### src/hdl/p5t_params.svh
`ifndef P5T_PARAMS_SVH
`define P5T_PARAMS_SVH

`define P5T_NCH         2
`define P5T_CLK_NS      50
`define P5T_BIT_NS      8000
`define P5T_BIT_CYC     (`P5T_BIT_NS / `P5T_CLK_NS)
`define P5T_SHORT_NS    4000
`define P5T_SHORT_CYC   ((`P5T_SHORT_NS + `P5T_CLK_NS - 1) / `P5T_CLK_NS)
`define P5T_LONG_NS     8000
`define P5T_LONG_CYC    ((`P5T_LONG_NS + `P5T_CLK_NS - 1) / `P5T_CLK_NS)
`define P5T_TIMER_NS    500000
`define P5T_TIMER_CYC   (`P5T_TIMER_NS / `P5T_CLK_NS)
`define P5T_FRAME_BITS  10
`define P5T_SPI_BITS    16
`define P5T_SCLK_HALF   8
`define P5T_CMD_HI      15
`define P5T_CMD_LO      12
`define P5T_CFG_MODE    0
`define P5T_CFG_EN_LO   1
`define P5T_CFG_TMR     3
`define P5T_CFG_LONG_LO 4

`endif

### src/hdl/p5t_pkg.sv
`include "p5t_params.svh"
package p5t_pkg;
   typedef logic [`P5T_NCH-1:0]        p5t_ch_t;
   typedef logic [`P5T_SPI_BITS-1:0]   p5t_word_t;
   typedef logic [`P5T_FRAME_BITS-1:0] p5t_frame_t;
   typedef enum logic [3:0] {
      P5T_CMD_NOP  = 4'h0,
      P5T_CMD_CFG  = 4'h1,
      P5T_CMD_TRIG = 4'h2,
      P5T_CMD_MASK = 4'h3,
      P5T_CMD_READ = 4'h4,
      P5T_CMD_STAT = 4'h5
   } p5t_cmd_t;
   typedef enum logic {
      P5T_DEC_IDLE = 1'b0,
      P5T_DEC_BIT  = 1'b1
   } p5t_dec_t;
   typedef enum logic [1:0] {
      P5T_SPI_IDLE  = 2'h0,
      P5T_SPI_SHIFT = 2'h1,
      P5T_SPI_END   = 2'h2,
      P5T_SPI_GAP   = 2'h3
   } p5t_spi_t;
endpackage : p5t_pkg

### src/hdl/p5t_link_if.sv
`timescale 1ns/100ps
`default_nettype none
interface p5t_link_if;
   logic                 sclk;
   logic                 cs_n;
   logic                 mosi;
   logic                 miso;
   p5t_pkg::p5t_ch_t     dout;
   p5t_pkg::p5t_ch_t     sync_trig;
   modport dev (input sclk, input cs_n, input mosi, input sync_trig, output miso, output dout);
   modport mcu (output sclk, output cs_n, output mosi, output sync_trig, input miso, input dout);
endinterface : p5t_link_if
`default_nettype wire

### src/hdl/p5t_device.sv
`timescale 1ns/100ps
`default_nettype none
`include "p5t_params.svh"
module p5t_device #(
   parameter int unsigned TIMER_CYC = `P5T_TIMER_CYC
) (
   input  wire logic             sys_clk,
   input  wire logic             resetn,
   p5t_link_if.dev               link,
   input  wire p5t_pkg::p5t_ch_t rx_line,
   output var  p5t_pkg::p5t_ch_t sync_pulse,
   output logic                  arch_raw
);
   import p5t_pkg::*;
   localparam int NCH = `P5T_NCH;
   localparam int FB  = `P5T_FRAME_BITS;
   localparam int SB  = `P5T_SPI_BITS;
   // Pin synchronisers reset to the pins' idle levels, so no false edge follows reset
   logic [6:0]  sy1_r, sy2_r;
   logic        sclk_s, csn_s, mosi_s;
   p5t_ch_t     trg_s, rx_s;
   assign sclk_s = sy2_r[0];
   assign csn_s  = sy2_r[1];
   assign mosi_s = sy2_r[2];
   assign trg_s  = sy2_r[4:3];
   assign rx_s   = sy2_r[6:5];
   logic        sclk_d_r, sclk_d_nxt, csn_d_r, csn_d_nxt, miso_r, miso_nxt;
   logic        mode_r, mode_nxt, tmr_en_r, tmr_en_nxt;
   logic [4:0]  bcnt_r, bcnt_nxt;
   p5t_word_t   rxs_r, rxs_nxt, txs_r, txs_nxt, resp_r, resp_nxt;
   p5t_ch_t     en_r, en_nxt, long_r, long_nxt;
   p5t_ch_t     trig_spi, set_mask, pop, ovr_clr, head_v, ovr, mask;
   p5t_frame_t  head_d [NCH];
   p5t_cmd_t    cmd;
   logic        rd_ch;
   // Automatic sync timer fires in mode zero only
   logic [15:0] tmr_r, tmr_nxt;
   logic        tmr_tick;
   p5t_ch_t     dout_r, dout_nxt;
   assign cmd      = p5t_cmd_t'(rxs_r[`P5T_CMD_HI:`P5T_CMD_LO]);
   assign rd_ch    = rxs_r[0];
   assign tmr_tick = tmr_en_r && !mode_r && tmr_r == 16'(TIMER_CYC - 1);
   always_comb begin
      tmr_nxt    = (tmr_tick || !tmr_en_r) ? 16'h0000 : tmr_r + 16'h0001;
      dout_nxt   = mode_r ? (rx_s & en_r) : '0;
      sclk_d_nxt = sclk_s;
      csn_d_nxt  = csn_s;
      miso_nxt   = miso_r;
      bcnt_nxt   = bcnt_r;
      rxs_nxt    = rxs_r;
      txs_nxt    = txs_r;
      resp_nxt   = resp_r;
      mode_nxt   = mode_r;
      en_nxt     = en_r;
      tmr_en_nxt = tmr_en_r;
      long_nxt   = long_r;
      trig_spi   = '0;
      set_mask   = '0;
      pop        = '0;
      ovr_clr    = '0;
      if (csn_d_r && !csn_s) begin
         txs_nxt  = resp_r;
         miso_nxt = resp_r[SB-1];
         bcnt_nxt = '0;
      end else if (!csn_s && sclk_s && !sclk_d_r) begin
         rxs_nxt  = {rxs_r[SB-2:0], mosi_s};
         bcnt_nxt = bcnt_r + 5'h1;
      end else if (!csn_s && !sclk_s && sclk_d_r) begin
         txs_nxt  = {txs_r[SB-2:0], 1'b0};
         miso_nxt = txs_r[SB-2];
      end else if (!csn_d_r && csn_s && bcnt_r == 5'(SB)) begin
         case (cmd)
            P5T_CMD_CFG: begin
               mode_nxt   = rxs_r[`P5T_CFG_MODE];
               en_nxt     = rxs_r[`P5T_CFG_EN_LO +: NCH];
               tmr_en_nxt = rxs_r[`P5T_CFG_TMR];
               long_nxt   = rxs_r[`P5T_CFG_LONG_LO +: NCH];
            end
            P5T_CMD_TRIG: trig_spi = rxs_r[NCH-1:0];
            P5T_CMD_MASK: set_mask = rxs_r[NCH-1:0];
            P5T_CMD_READ: begin
               pop[rd_ch]     = 1'b1;
               ovr_clr[rd_ch] = 1'b1;
               resp_nxt = {head_v[rd_ch], rd_ch, ovr[rd_ch], 3'h0, head_d[rd_ch]};
            end
            P5T_CMD_STAT: resp_nxt = {mode_r, en_r, tmr_en_r, long_r, mask, head_v, ovr, 4'h0};
            default: resp_nxt = resp_r;
         endcase
      end
   end
   always_ff @(posedge sys_clk or negedge resetn) begin
      if (!resetn) begin
         sy1_r    <= 7'h02;
         sy2_r    <= 7'h02;
         tmr_r    <= 16'h0000;
         dout_r   <= 2'h0;
         sclk_d_r <= 1'b0;
         csn_d_r  <= 1'b1;
         miso_r   <= 1'b0;
         bcnt_r   <= 5'h0;
         rxs_r    <= 16'h0000;
         txs_r    <= 16'h0000;
         resp_r   <= 16'h0000;
         mode_r   <= 1'b0;
         en_r     <= 2'h0;
         tmr_en_r <= 1'b0;
         long_r   <= 2'h0;
      end else begin
         sy1_r    <= {rx_line, link.sync_trig, link.mosi, link.cs_n, link.sclk};
         sy2_r    <= sy1_r;
         tmr_r    <= tmr_nxt;
         dout_r   <= dout_nxt;
         sclk_d_r <= sclk_d_nxt;
         csn_d_r  <= csn_d_nxt;
         miso_r   <= miso_nxt;
         bcnt_r   <= bcnt_nxt;
         rxs_r    <= rxs_nxt;
         txs_r    <= txs_nxt;
         resp_r   <= resp_nxt;
         mode_r   <= mode_nxt;
         en_r     <= en_nxt;
         tmr_en_r <= tmr_en_nxt;
         long_r   <= long_nxt;
      end
   end
   assign link.miso = miso_r;
   assign arch_raw  = mode_r;
   assign link.dout = dout_r;
   for (genvar c = 0; c < NCH; c++) begin : g_ch
      // Decoder: integrated high time of each half bit decides the bit, so
      // mark/space duty distortion on the line is corrected.
      p5t_dec_t   st_r, st_nxt;
      logic [7:0] cnt_r, cnt_nxt;
      logic [8:0] sc_r, sc_nxt;
      logic [3:0] nb_r, nb_nxt;
      p5t_frame_t shf_r, shf_nxt, dw_r, dw_nxt;
      logic       dv_r, dv_nxt, ov_r, ov_nxt, rxd_r, run, rdy;
      logic [8:0] sc_new;
      assign run = en_r[c] && !mode_r;
      always_comb begin
         st_nxt  = st_r;
         cnt_nxt = cnt_r;
         sc_nxt  = sc_r;
         nb_nxt  = nb_r;
         shf_nxt = shf_r;
         dw_nxt  = dw_r;
         dv_nxt  = dv_r && !rdy;
         ov_nxt  = ov_r && !ovr_clr[c];
         sc_new  = (cnt_r < 8'(`P5T_BIT_CYC / 2)) ? sc_r - 9'(rx_s[c]) : sc_r + 9'(rx_s[c]);
         case (st_r)
            P5T_DEC_IDLE: if (run && rx_s[c] && !rxd_r) begin
               st_nxt  = P5T_DEC_BIT;
               cnt_nxt = 8'h00;
               sc_nxt  = 9'h000;
               nb_nxt  = 4'h0;
            end
            P5T_DEC_BIT: if (!run) begin
               st_nxt = P5T_DEC_IDLE;
            end else if (cnt_r == 8'(`P5T_BIT_CYC - 1)) begin
               cnt_nxt = 8'h00;
               sc_nxt  = 9'h000;
               nb_nxt  = nb_r + 4'h1;
               shf_nxt = {shf_r[FB-2:0], !sc_new[8] && sc_new != 9'h000};
               if (nb_r == 4'(FB - 1)) begin
                  st_nxt = P5T_DEC_IDLE;
                  if (dv_nxt) ov_nxt = 1'b1;
                  else begin
                     dv_nxt = 1'b1;
                     dw_nxt = shf_nxt;
                  end
               end
            end else begin
               cnt_nxt = cnt_r + 8'h01;
               sc_nxt  = sc_new;
            end
            default: st_nxt = P5T_DEC_IDLE;
         endcase
      end
      always_ff @(posedge sys_clk or negedge resetn) begin
         if (!resetn) begin
            st_r  <= P5T_DEC_IDLE;
            cnt_r <= 8'h00;
            sc_r  <= 9'h000;
            nb_r  <= 4'h0;
            shf_r <= '0;
            dw_r  <= '0;
            dv_r  <= 1'b0;
            ov_r  <= 1'b0;
            rxd_r <= 1'b0;
         end else begin
            st_r  <= st_nxt;
            cnt_r <= cnt_nxt;
            sc_r  <= sc_nxt;
            nb_r  <= nb_nxt;
            shf_r <= shf_nxt;
            dw_r  <= dw_nxt;
            dv_r  <= dv_nxt;
            ov_r  <= ov_nxt;
            rxd_r <= rx_s[c];
         end
      end
      assign ovr[c] = ov_r;
      // Two-entry receive buffer; full stalls the decoder's hand-over
      p5t_frame_t mem_r [2];
      p5t_frame_t mem_nxt [2];
      logic       wp_r, wp_nxt, rp_r, rp_nxt;
      logic [1:0] fc_r, fc_nxt;
      logic       push, pull;
      assign rdy  = fc_r != 2'h2;
      assign push = dv_r && rdy;
      assign pull = pop[c] && fc_r != 2'h0;
      always_comb begin
         mem_nxt = mem_r;
         wp_nxt  = wp_r ^ push;
         rp_nxt  = rp_r ^ pull;
         fc_nxt  = fc_r + 2'(push) - 2'(pull);
         if (push) mem_nxt[wp_r] = dw_r;
      end
      always_ff @(posedge sys_clk or negedge resetn) begin
         if (!resetn) begin
            mem_r <= '{default: '0};
            wp_r  <= 1'b0;
            rp_r  <= 1'b0;
            fc_r  <= 2'h0;
         end else begin
            mem_r <= mem_nxt;
            wp_r  <= wp_nxt;
            rp_r  <= rp_nxt;
            fc_r  <= fc_nxt;
         end
      end
      assign head_v[c] = fc_r != 2'h0;
      assign head_d[c] = mem_r[rp_r];
      // Sync pulse generator
      logic [7:0] pc_r, pc_nxt;
      logic       mk_r, mk_nxt, pls_r, pls_nxt, trd_r, fire;
      assign fire = en_r[c] && !mode_r && !pls_r &&
                    (trig_spi[c] || (trg_s[c] && !trd_r) || tmr_tick);
      always_comb begin
         pc_nxt  = pc_r;
         pls_nxt = pls_r;
         mk_nxt  = mk_r || set_mask[c];
         if (mode_r) begin
            pls_nxt = en_r[c] && trg_s[c];
         end else if (fire && mk_r) begin
            mk_nxt = set_mask[c];
         end else if (fire) begin
            pls_nxt = 1'b1;
            pc_nxt  = long_r[c] ? 8'(`P5T_LONG_CYC - 1) : 8'(`P5T_SHORT_CYC - 1);
         end else if (pls_r) begin
            pls_nxt = pc_r != 8'h00 && en_r[c];
            pc_nxt  = pc_r - 8'h01;
         end
      end
      always_ff @(posedge sys_clk or negedge resetn) begin
         if (!resetn) begin
            pc_r  <= 8'h00;
            mk_r  <= 1'b0;
            pls_r <= 1'b0;
            trd_r <= 1'b0;
         end else begin
            pc_r  <= pc_nxt;
            mk_r  <= mk_nxt;
            pls_r <= pls_nxt;
            trd_r <= trg_s[c];
         end
      end
      assign mask[c]       = mk_r;
      assign sync_pulse[c] = pls_r;
   end
endmodule : p5t_device
`default_nettype wire

### src/flat_wrapper.sv
// flat-port wrapper written by rule: the top's interface ports become plain ports
module p5t_device_flat import p5t_pkg::*;
#(
   parameter int unsigned TIMER_CYC = `P5T_TIMER_CYC
)
  (sys_clk, resetn, rx_line, sync_pulse, arch_raw, link_sclk, link_cs_n, link_mosi, link_sync_trig, link_miso, link_dout);
  p5t_link_if link_i ();
  input  wire logic sys_clk;
  input  wire logic resetn;
  input  wire p5t_pkg::p5t_ch_t rx_line;
  output var  p5t_pkg::p5t_ch_t sync_pulse;
  output logic arch_raw;
  input wire logic [$bits(link_i.sclk)-1:0] link_sclk;
  input wire logic [$bits(link_i.cs_n)-1:0] link_cs_n;
  input wire logic [$bits(link_i.mosi)-1:0] link_mosi;
  input wire logic [$bits(link_i.sync_trig)-1:0] link_sync_trig;
  output wire logic [$bits(link_i.miso)-1:0] link_miso;
  output wire logic [$bits(link_i.dout)-1:0] link_dout;
  assign link_i.sclk = link_sclk;
  assign link_i.cs_n = link_cs_n;
  assign link_i.mosi = link_mosi;
  assign link_i.sync_trig = link_sync_trig;
  assign link_miso = link_i.miso;
  assign link_dout = link_i.dout;
  p5t_device #(.TIMER_CYC(TIMER_CYC)) u_core (.sys_clk(sys_clk), .resetn(resetn), .link(link_i), .rx_line(rx_line), .sync_pulse(sync_pulse), .arch_raw(arch_raw));
endmodule
### config.mk
export PLATFORM = sky130hd
export DESIGN_NAME = p5t_device_flat
export DESIGN_NICKNAME = d
export VERILOG_FILES = /design/src/hdl/p5t_pkg.sv /design/src/hdl/p5t_link_if.sv /design/src/hdl/p5t_device.sv /design/src/flat_wrapper.sv
export VERILOG_INCLUDE_DIRS = /design/src /design/src/hdl
export SDC_FILE = /design/constraint.sdc
export NUM_CORES = 1
export LEC_CHECK = 0
export ABC_AREA = 1
export ABC_CLOCK_PERIOD_IN_PS = 2300
export BUFFER_PORTS_ARGS = -buffer_cell sky130_fd_sc_hd__buf_2
export CAP_MARGIN = 20
export CELL_PAD_IN_SITES_DETAIL_PLACEMENT = 1
export CELL_PAD_IN_SITES_GLOBAL_PLACEMENT = 1
export CORE_MARGIN = 2
export CORE_UTILIZATION = 49
export DETAILED_ROUTE_END_ITERATION = 6
export PLACE_DENSITY = 0.89
export SYNTH_ARGS = -nofsm -noshare
export SYNTH_HDL_FRONTEND = slang
export SYNTH_SLANG_ARGS = --single-unit
### constraint.sdc
create_clock -name sys_clk -period 2.3 [get_ports sys_clk]
set_input_delay 0.115 -clock sys_clk [delete_from_list [all_inputs] [get_ports sys_clk]]
set_output_delay 0.115 -clock sys_clk [all_outputs]
set_load 0.03 [all_outputs]
==> flow_summary.toml <==
[yosys]
synth_top_family_by_area = "simple AND/OR/NAND/NOR gates"
syn_avg_cell_area_um2 = 8.637
synth-xor-area-share = 0.01798
yosysWarnings = 0
netlist_instances = 1410
synth_seq_cells = 251
ys_async_sr_fraction = 1.000
synth_compound_area_frac = 0.1075
yosys.cell_types.count = 45
ys_seq_area_frac = 0.5161
yosys.area_share.simple = 0.2120
synth.net_count = 1458
muxShareOfSynthArea = 0.02774
synth-main-ff-cell = "dfrtp_1"
synthAdderAreaFrac = 0.04130
synth_area_mm2 = 0.01218
synth_enable_flop_cells = 0

[timing]
clock.fmax_ghz = 0.4525
setup_viol = 0
hold_ws_ns = 0.1648
maxSlewHeadroom = 0.5462
min_period_ns = 2.210
max_slew.worst_pin.slew_ns = 0.6807
post-route-period-util = 0.9607
setup_tns_ns = 0
drv_slew = 0
fin_skew_ns = 0.02086
final_hold_viol_count = 0

[final_layout]
area_growth_pct = 13.84
drive_gt1_frac = 0.1341
nets = 1505
final_cell_area_mm2 = 0.01386
antenna_cells = 0
stdcell_count = 1800

[clock_tree]
clock-root-buffer = "clkbuf_16"
cts.sinks = 251
htree_levels = 1
cts_buffers = 28
clk_latency_ns = 0.55
path_clk_slew_ns = 0.06
cts_buffer_depth = 3
cts_tree = "built"

[floorplanning]
boundaryPins = 15
rows = 57
die_h_um = 161.7
die_w_um = 161.7
core_mm2 = 0.02439
start_util = 0.4993
dieArea_mm2 = 0.02613

[critical_path]
regToRegStartpoint = "u_core.bcnt_r[0]"
critPathRequiredTime_ns = 2.71
r2r_end = "u_core.g_ch[1].pc_r[5]"
rrSetupSlack_ns = 0.09
worstPathArrival_ns = 2.62
critPathMaxFanout = 6
worstSetupPathType = "reg2reg"
cp-end-kind = "register"
rr_worst_depth = 14
cp-start-kind = "register"

[routing]
viasPerCell = 5.545
postRouteAntennaNets = 0
drtIter0Drc = 600
drtPass1Iterations = 5
wire_per_inst_um = 19.12
vias = 9981
wirelength_um = 34410
drc_errors = 0

[worst_hold_path]
min_path_type = "in2async"

[grt]
grt_antenna_before_repair = 0
grt_max_degree = 71
grt_first_pass_wirelength_um = 56570
grt_overflow = 0
grt_usage = 0.2657
grt_pass1_vias = 11140

[job]
cap_violations = 0

[place]
dpl_cell_area_mm2 = 0.01270
numPortBuffers = 14
dp_cells = 1736
dp_hpwl_um = 21460
place_congestion = 0.8618

[pwr]
powerDensity_mw_per_mm2 = 698.4
p_leak_nw = 6.930
peakVddDrop_v = 0.0006079

[outcome]
status = "finished clean"
## cells in the final DEF, fill, tap and decap left out, drive strengths merged, types with 22 or more instances in the layout
| cell type | count |
|---|---|
| nand2 | 346 |
| dfrtp | 248 |
| inv | 198 |
| o21ai | 144 |
| nor2 | 116 |
| nand3 | 83 |
| a21oi | 46 |
| buf | 46 |
| clkbuf | 40 |
| ha | 37 |
| mux2 | 30 |
| nor3 | 22 |
## cells in the mapped netlist, types with 3 or more instances
cell | instances | area share
a22o_1 | 5 | 0.0036
inv_2 | 12 | 0.0037
nor2_1 | 107 | 0.033
a21boi_0 | 3 | 0.0018
nand3_1 | 76 | 0.031
clkbuf_1 | 18 | 0.0055
nand2_1 | 341 | 0.11
o31ai_1 | 3 | 0.0018
o21ai_0 | 122 | 0.050
buf_2 | 13 | 0.0053
o211ai_1 | 4 | 0.0025
o22ai_1 | 3 | 0.0015
a21o_1 | 3 | 0.0018
nor3_1 | 21 | 0.0086
dfrtp_1 | 248 | 0.51
nand3_2 | 5 | 0.0041
nor2_4 | 5 | 0.0046
a21oi_1 | 45 | 0.018
inv_1 | 187 | 0.058
mux2_2 | 30 | 0.028
xor2_1 | 17 | 0.012
o21ai_2 | 14 | 0.010
ha_1 | 37 | 0.038
nand2_2 | 5 | 0.0026
nand4_1 | 16 | 0.0082
dfstp_2 | 3 | 0.0065
o21ai_1 | 8 | 0.0033
nor4_1 | 5 | 0.0026
buf_6 | 4 | 0.0037
nor2_2 | 3 | 0.0015
or2_2 | 3 | 0.0015
xnor2_1 | 8 | 0.0058
a31oi_1 | 19 | 0.0098
## cell families (layout without fill, tap and decap cells)
logic type	after synthesis	in the layout
AND/OR/NAND/NOR	595	595
flip-flops	251	251
buffers and inverters	237	303
AO/OA/AOI/OAI	233	233
adder cells (fa/ha/maj)	39	39
multiplexers	30	30
XOR/XNOR	25	25
## metal layers
layer,vias to the layer above,track usage,share of wire
met5,-,0,0
met4,0,0.1106,0.043
met3,106,0.03550,0.034
met2,229,0.4817,0.51
met1,5004,0.3190,0.41
li1,4642,-,-
## worst max-delay path, stage by stage (launching register included)
cell and delay, ns:
dfrtp_1 0.40, inv_2 0.08, ha_1 0.16, inv_1 0.04, nor2_1 0.11, nand3_2 0.16
buf_4 0.18, nor2_1 0.13, nor2_1 0.07, nand2_1 0.13, nand3_1 0.19, nand2_1 0.18
nor2_4 0.09, nand2_1 0.10, nand2_1 0.09
## sequential cells by signal, indices dropped and copies added (netlist names), 4 cells and up
name,count
u_core.g_ch.mem_r,40
u_core.g_ch.dw_r,20
u_core.g_ch.sc_r,18
u_core.g_ch.shf_r,18
u_core.g_ch.cnt_r,16
u_core.g_ch.pc_r,16
u_core.resp_r,16
u_core.rxs_r,16
u_core.tmr_r,16
u_core.txs_r,15
u_core.g_ch.nb_r,8
u_core.sy1_r,7
u_core.sy2_r,7
u_core.bcnt_r,5
u_core.g_ch.fc_r,4
## power by group
group / internal [mW] / switching (mW)
Combinational: 0.200 / 0.411
Sequential: 4.54 / 0.0971
Clock: 2.60 / 1.84
Total: 7.34 / 2.35
## worst max-delay path by stage
stage / startpoint / to / slack, ns
after floorplan: u_core.g_ch[0].cnt_r[6] / u_core.g_ch[0].sc_r[8] / 0.24
after global placement: u_core.g_ch[0].cnt_r[4] / u_core.g_ch[0].dw_r[0] / 0.09
after detailed placement: u_core.g_ch[0].cnt_r[4] / u_core.g_ch[0].dw_r[0] / -0.004
after CTS: u_core.sy2_r[1] / u_core.g_ch[1].fc_r[1] / 0.01
after global routing: u_core.g_ch[0].cnt_r[4] / u_core.g_ch[0].dw_r[0] / -0.02
final: u_core.bcnt_r[0] / u_core.g_ch[1].pc_r[5] / 0.09
## stage by stage
step / util / power [mW] / setup slack [ns]
after floorplan: - / 5.001 / 0.2422
after detailed placement: 0.5205 / 5.265 / -0.004288
after global placement: 0.5205 / 5.219 / 0.09302
after global routing: 0.5684 / 9.993 / -0.02310
after CTS: 0.5615 / 9.745 / 0.01104
final: 0.5684 / 9.682 / 0.09028
## final cells by class
type | count | area, um2
clock buffers | 40 | 827.0
clock inverters | 9 | 76.32
fillers | 2833 | 10530
inverters | 200 | 758.2
multi-input cells | 922 | 5069
flip-flops and latches | 251 | 6286
well taps | 324 | 405.4
repair buffers | 54 | 441.7
## timing repair
| action | in CTS | in global routing |
|---|---|---|
| pin swaps | 1 | 4 |
| resized for setup | 2 | 31 |
| buffers inserted | 2 | 5 |
| hold endpoints to repair | 107 | 0 |
| setup endpoints to repair | 6 | 22 |
| gates cloned | 0 | 0 |
| hold buffers | 8 | 0 |
Power figures use the tool's default switching activity.
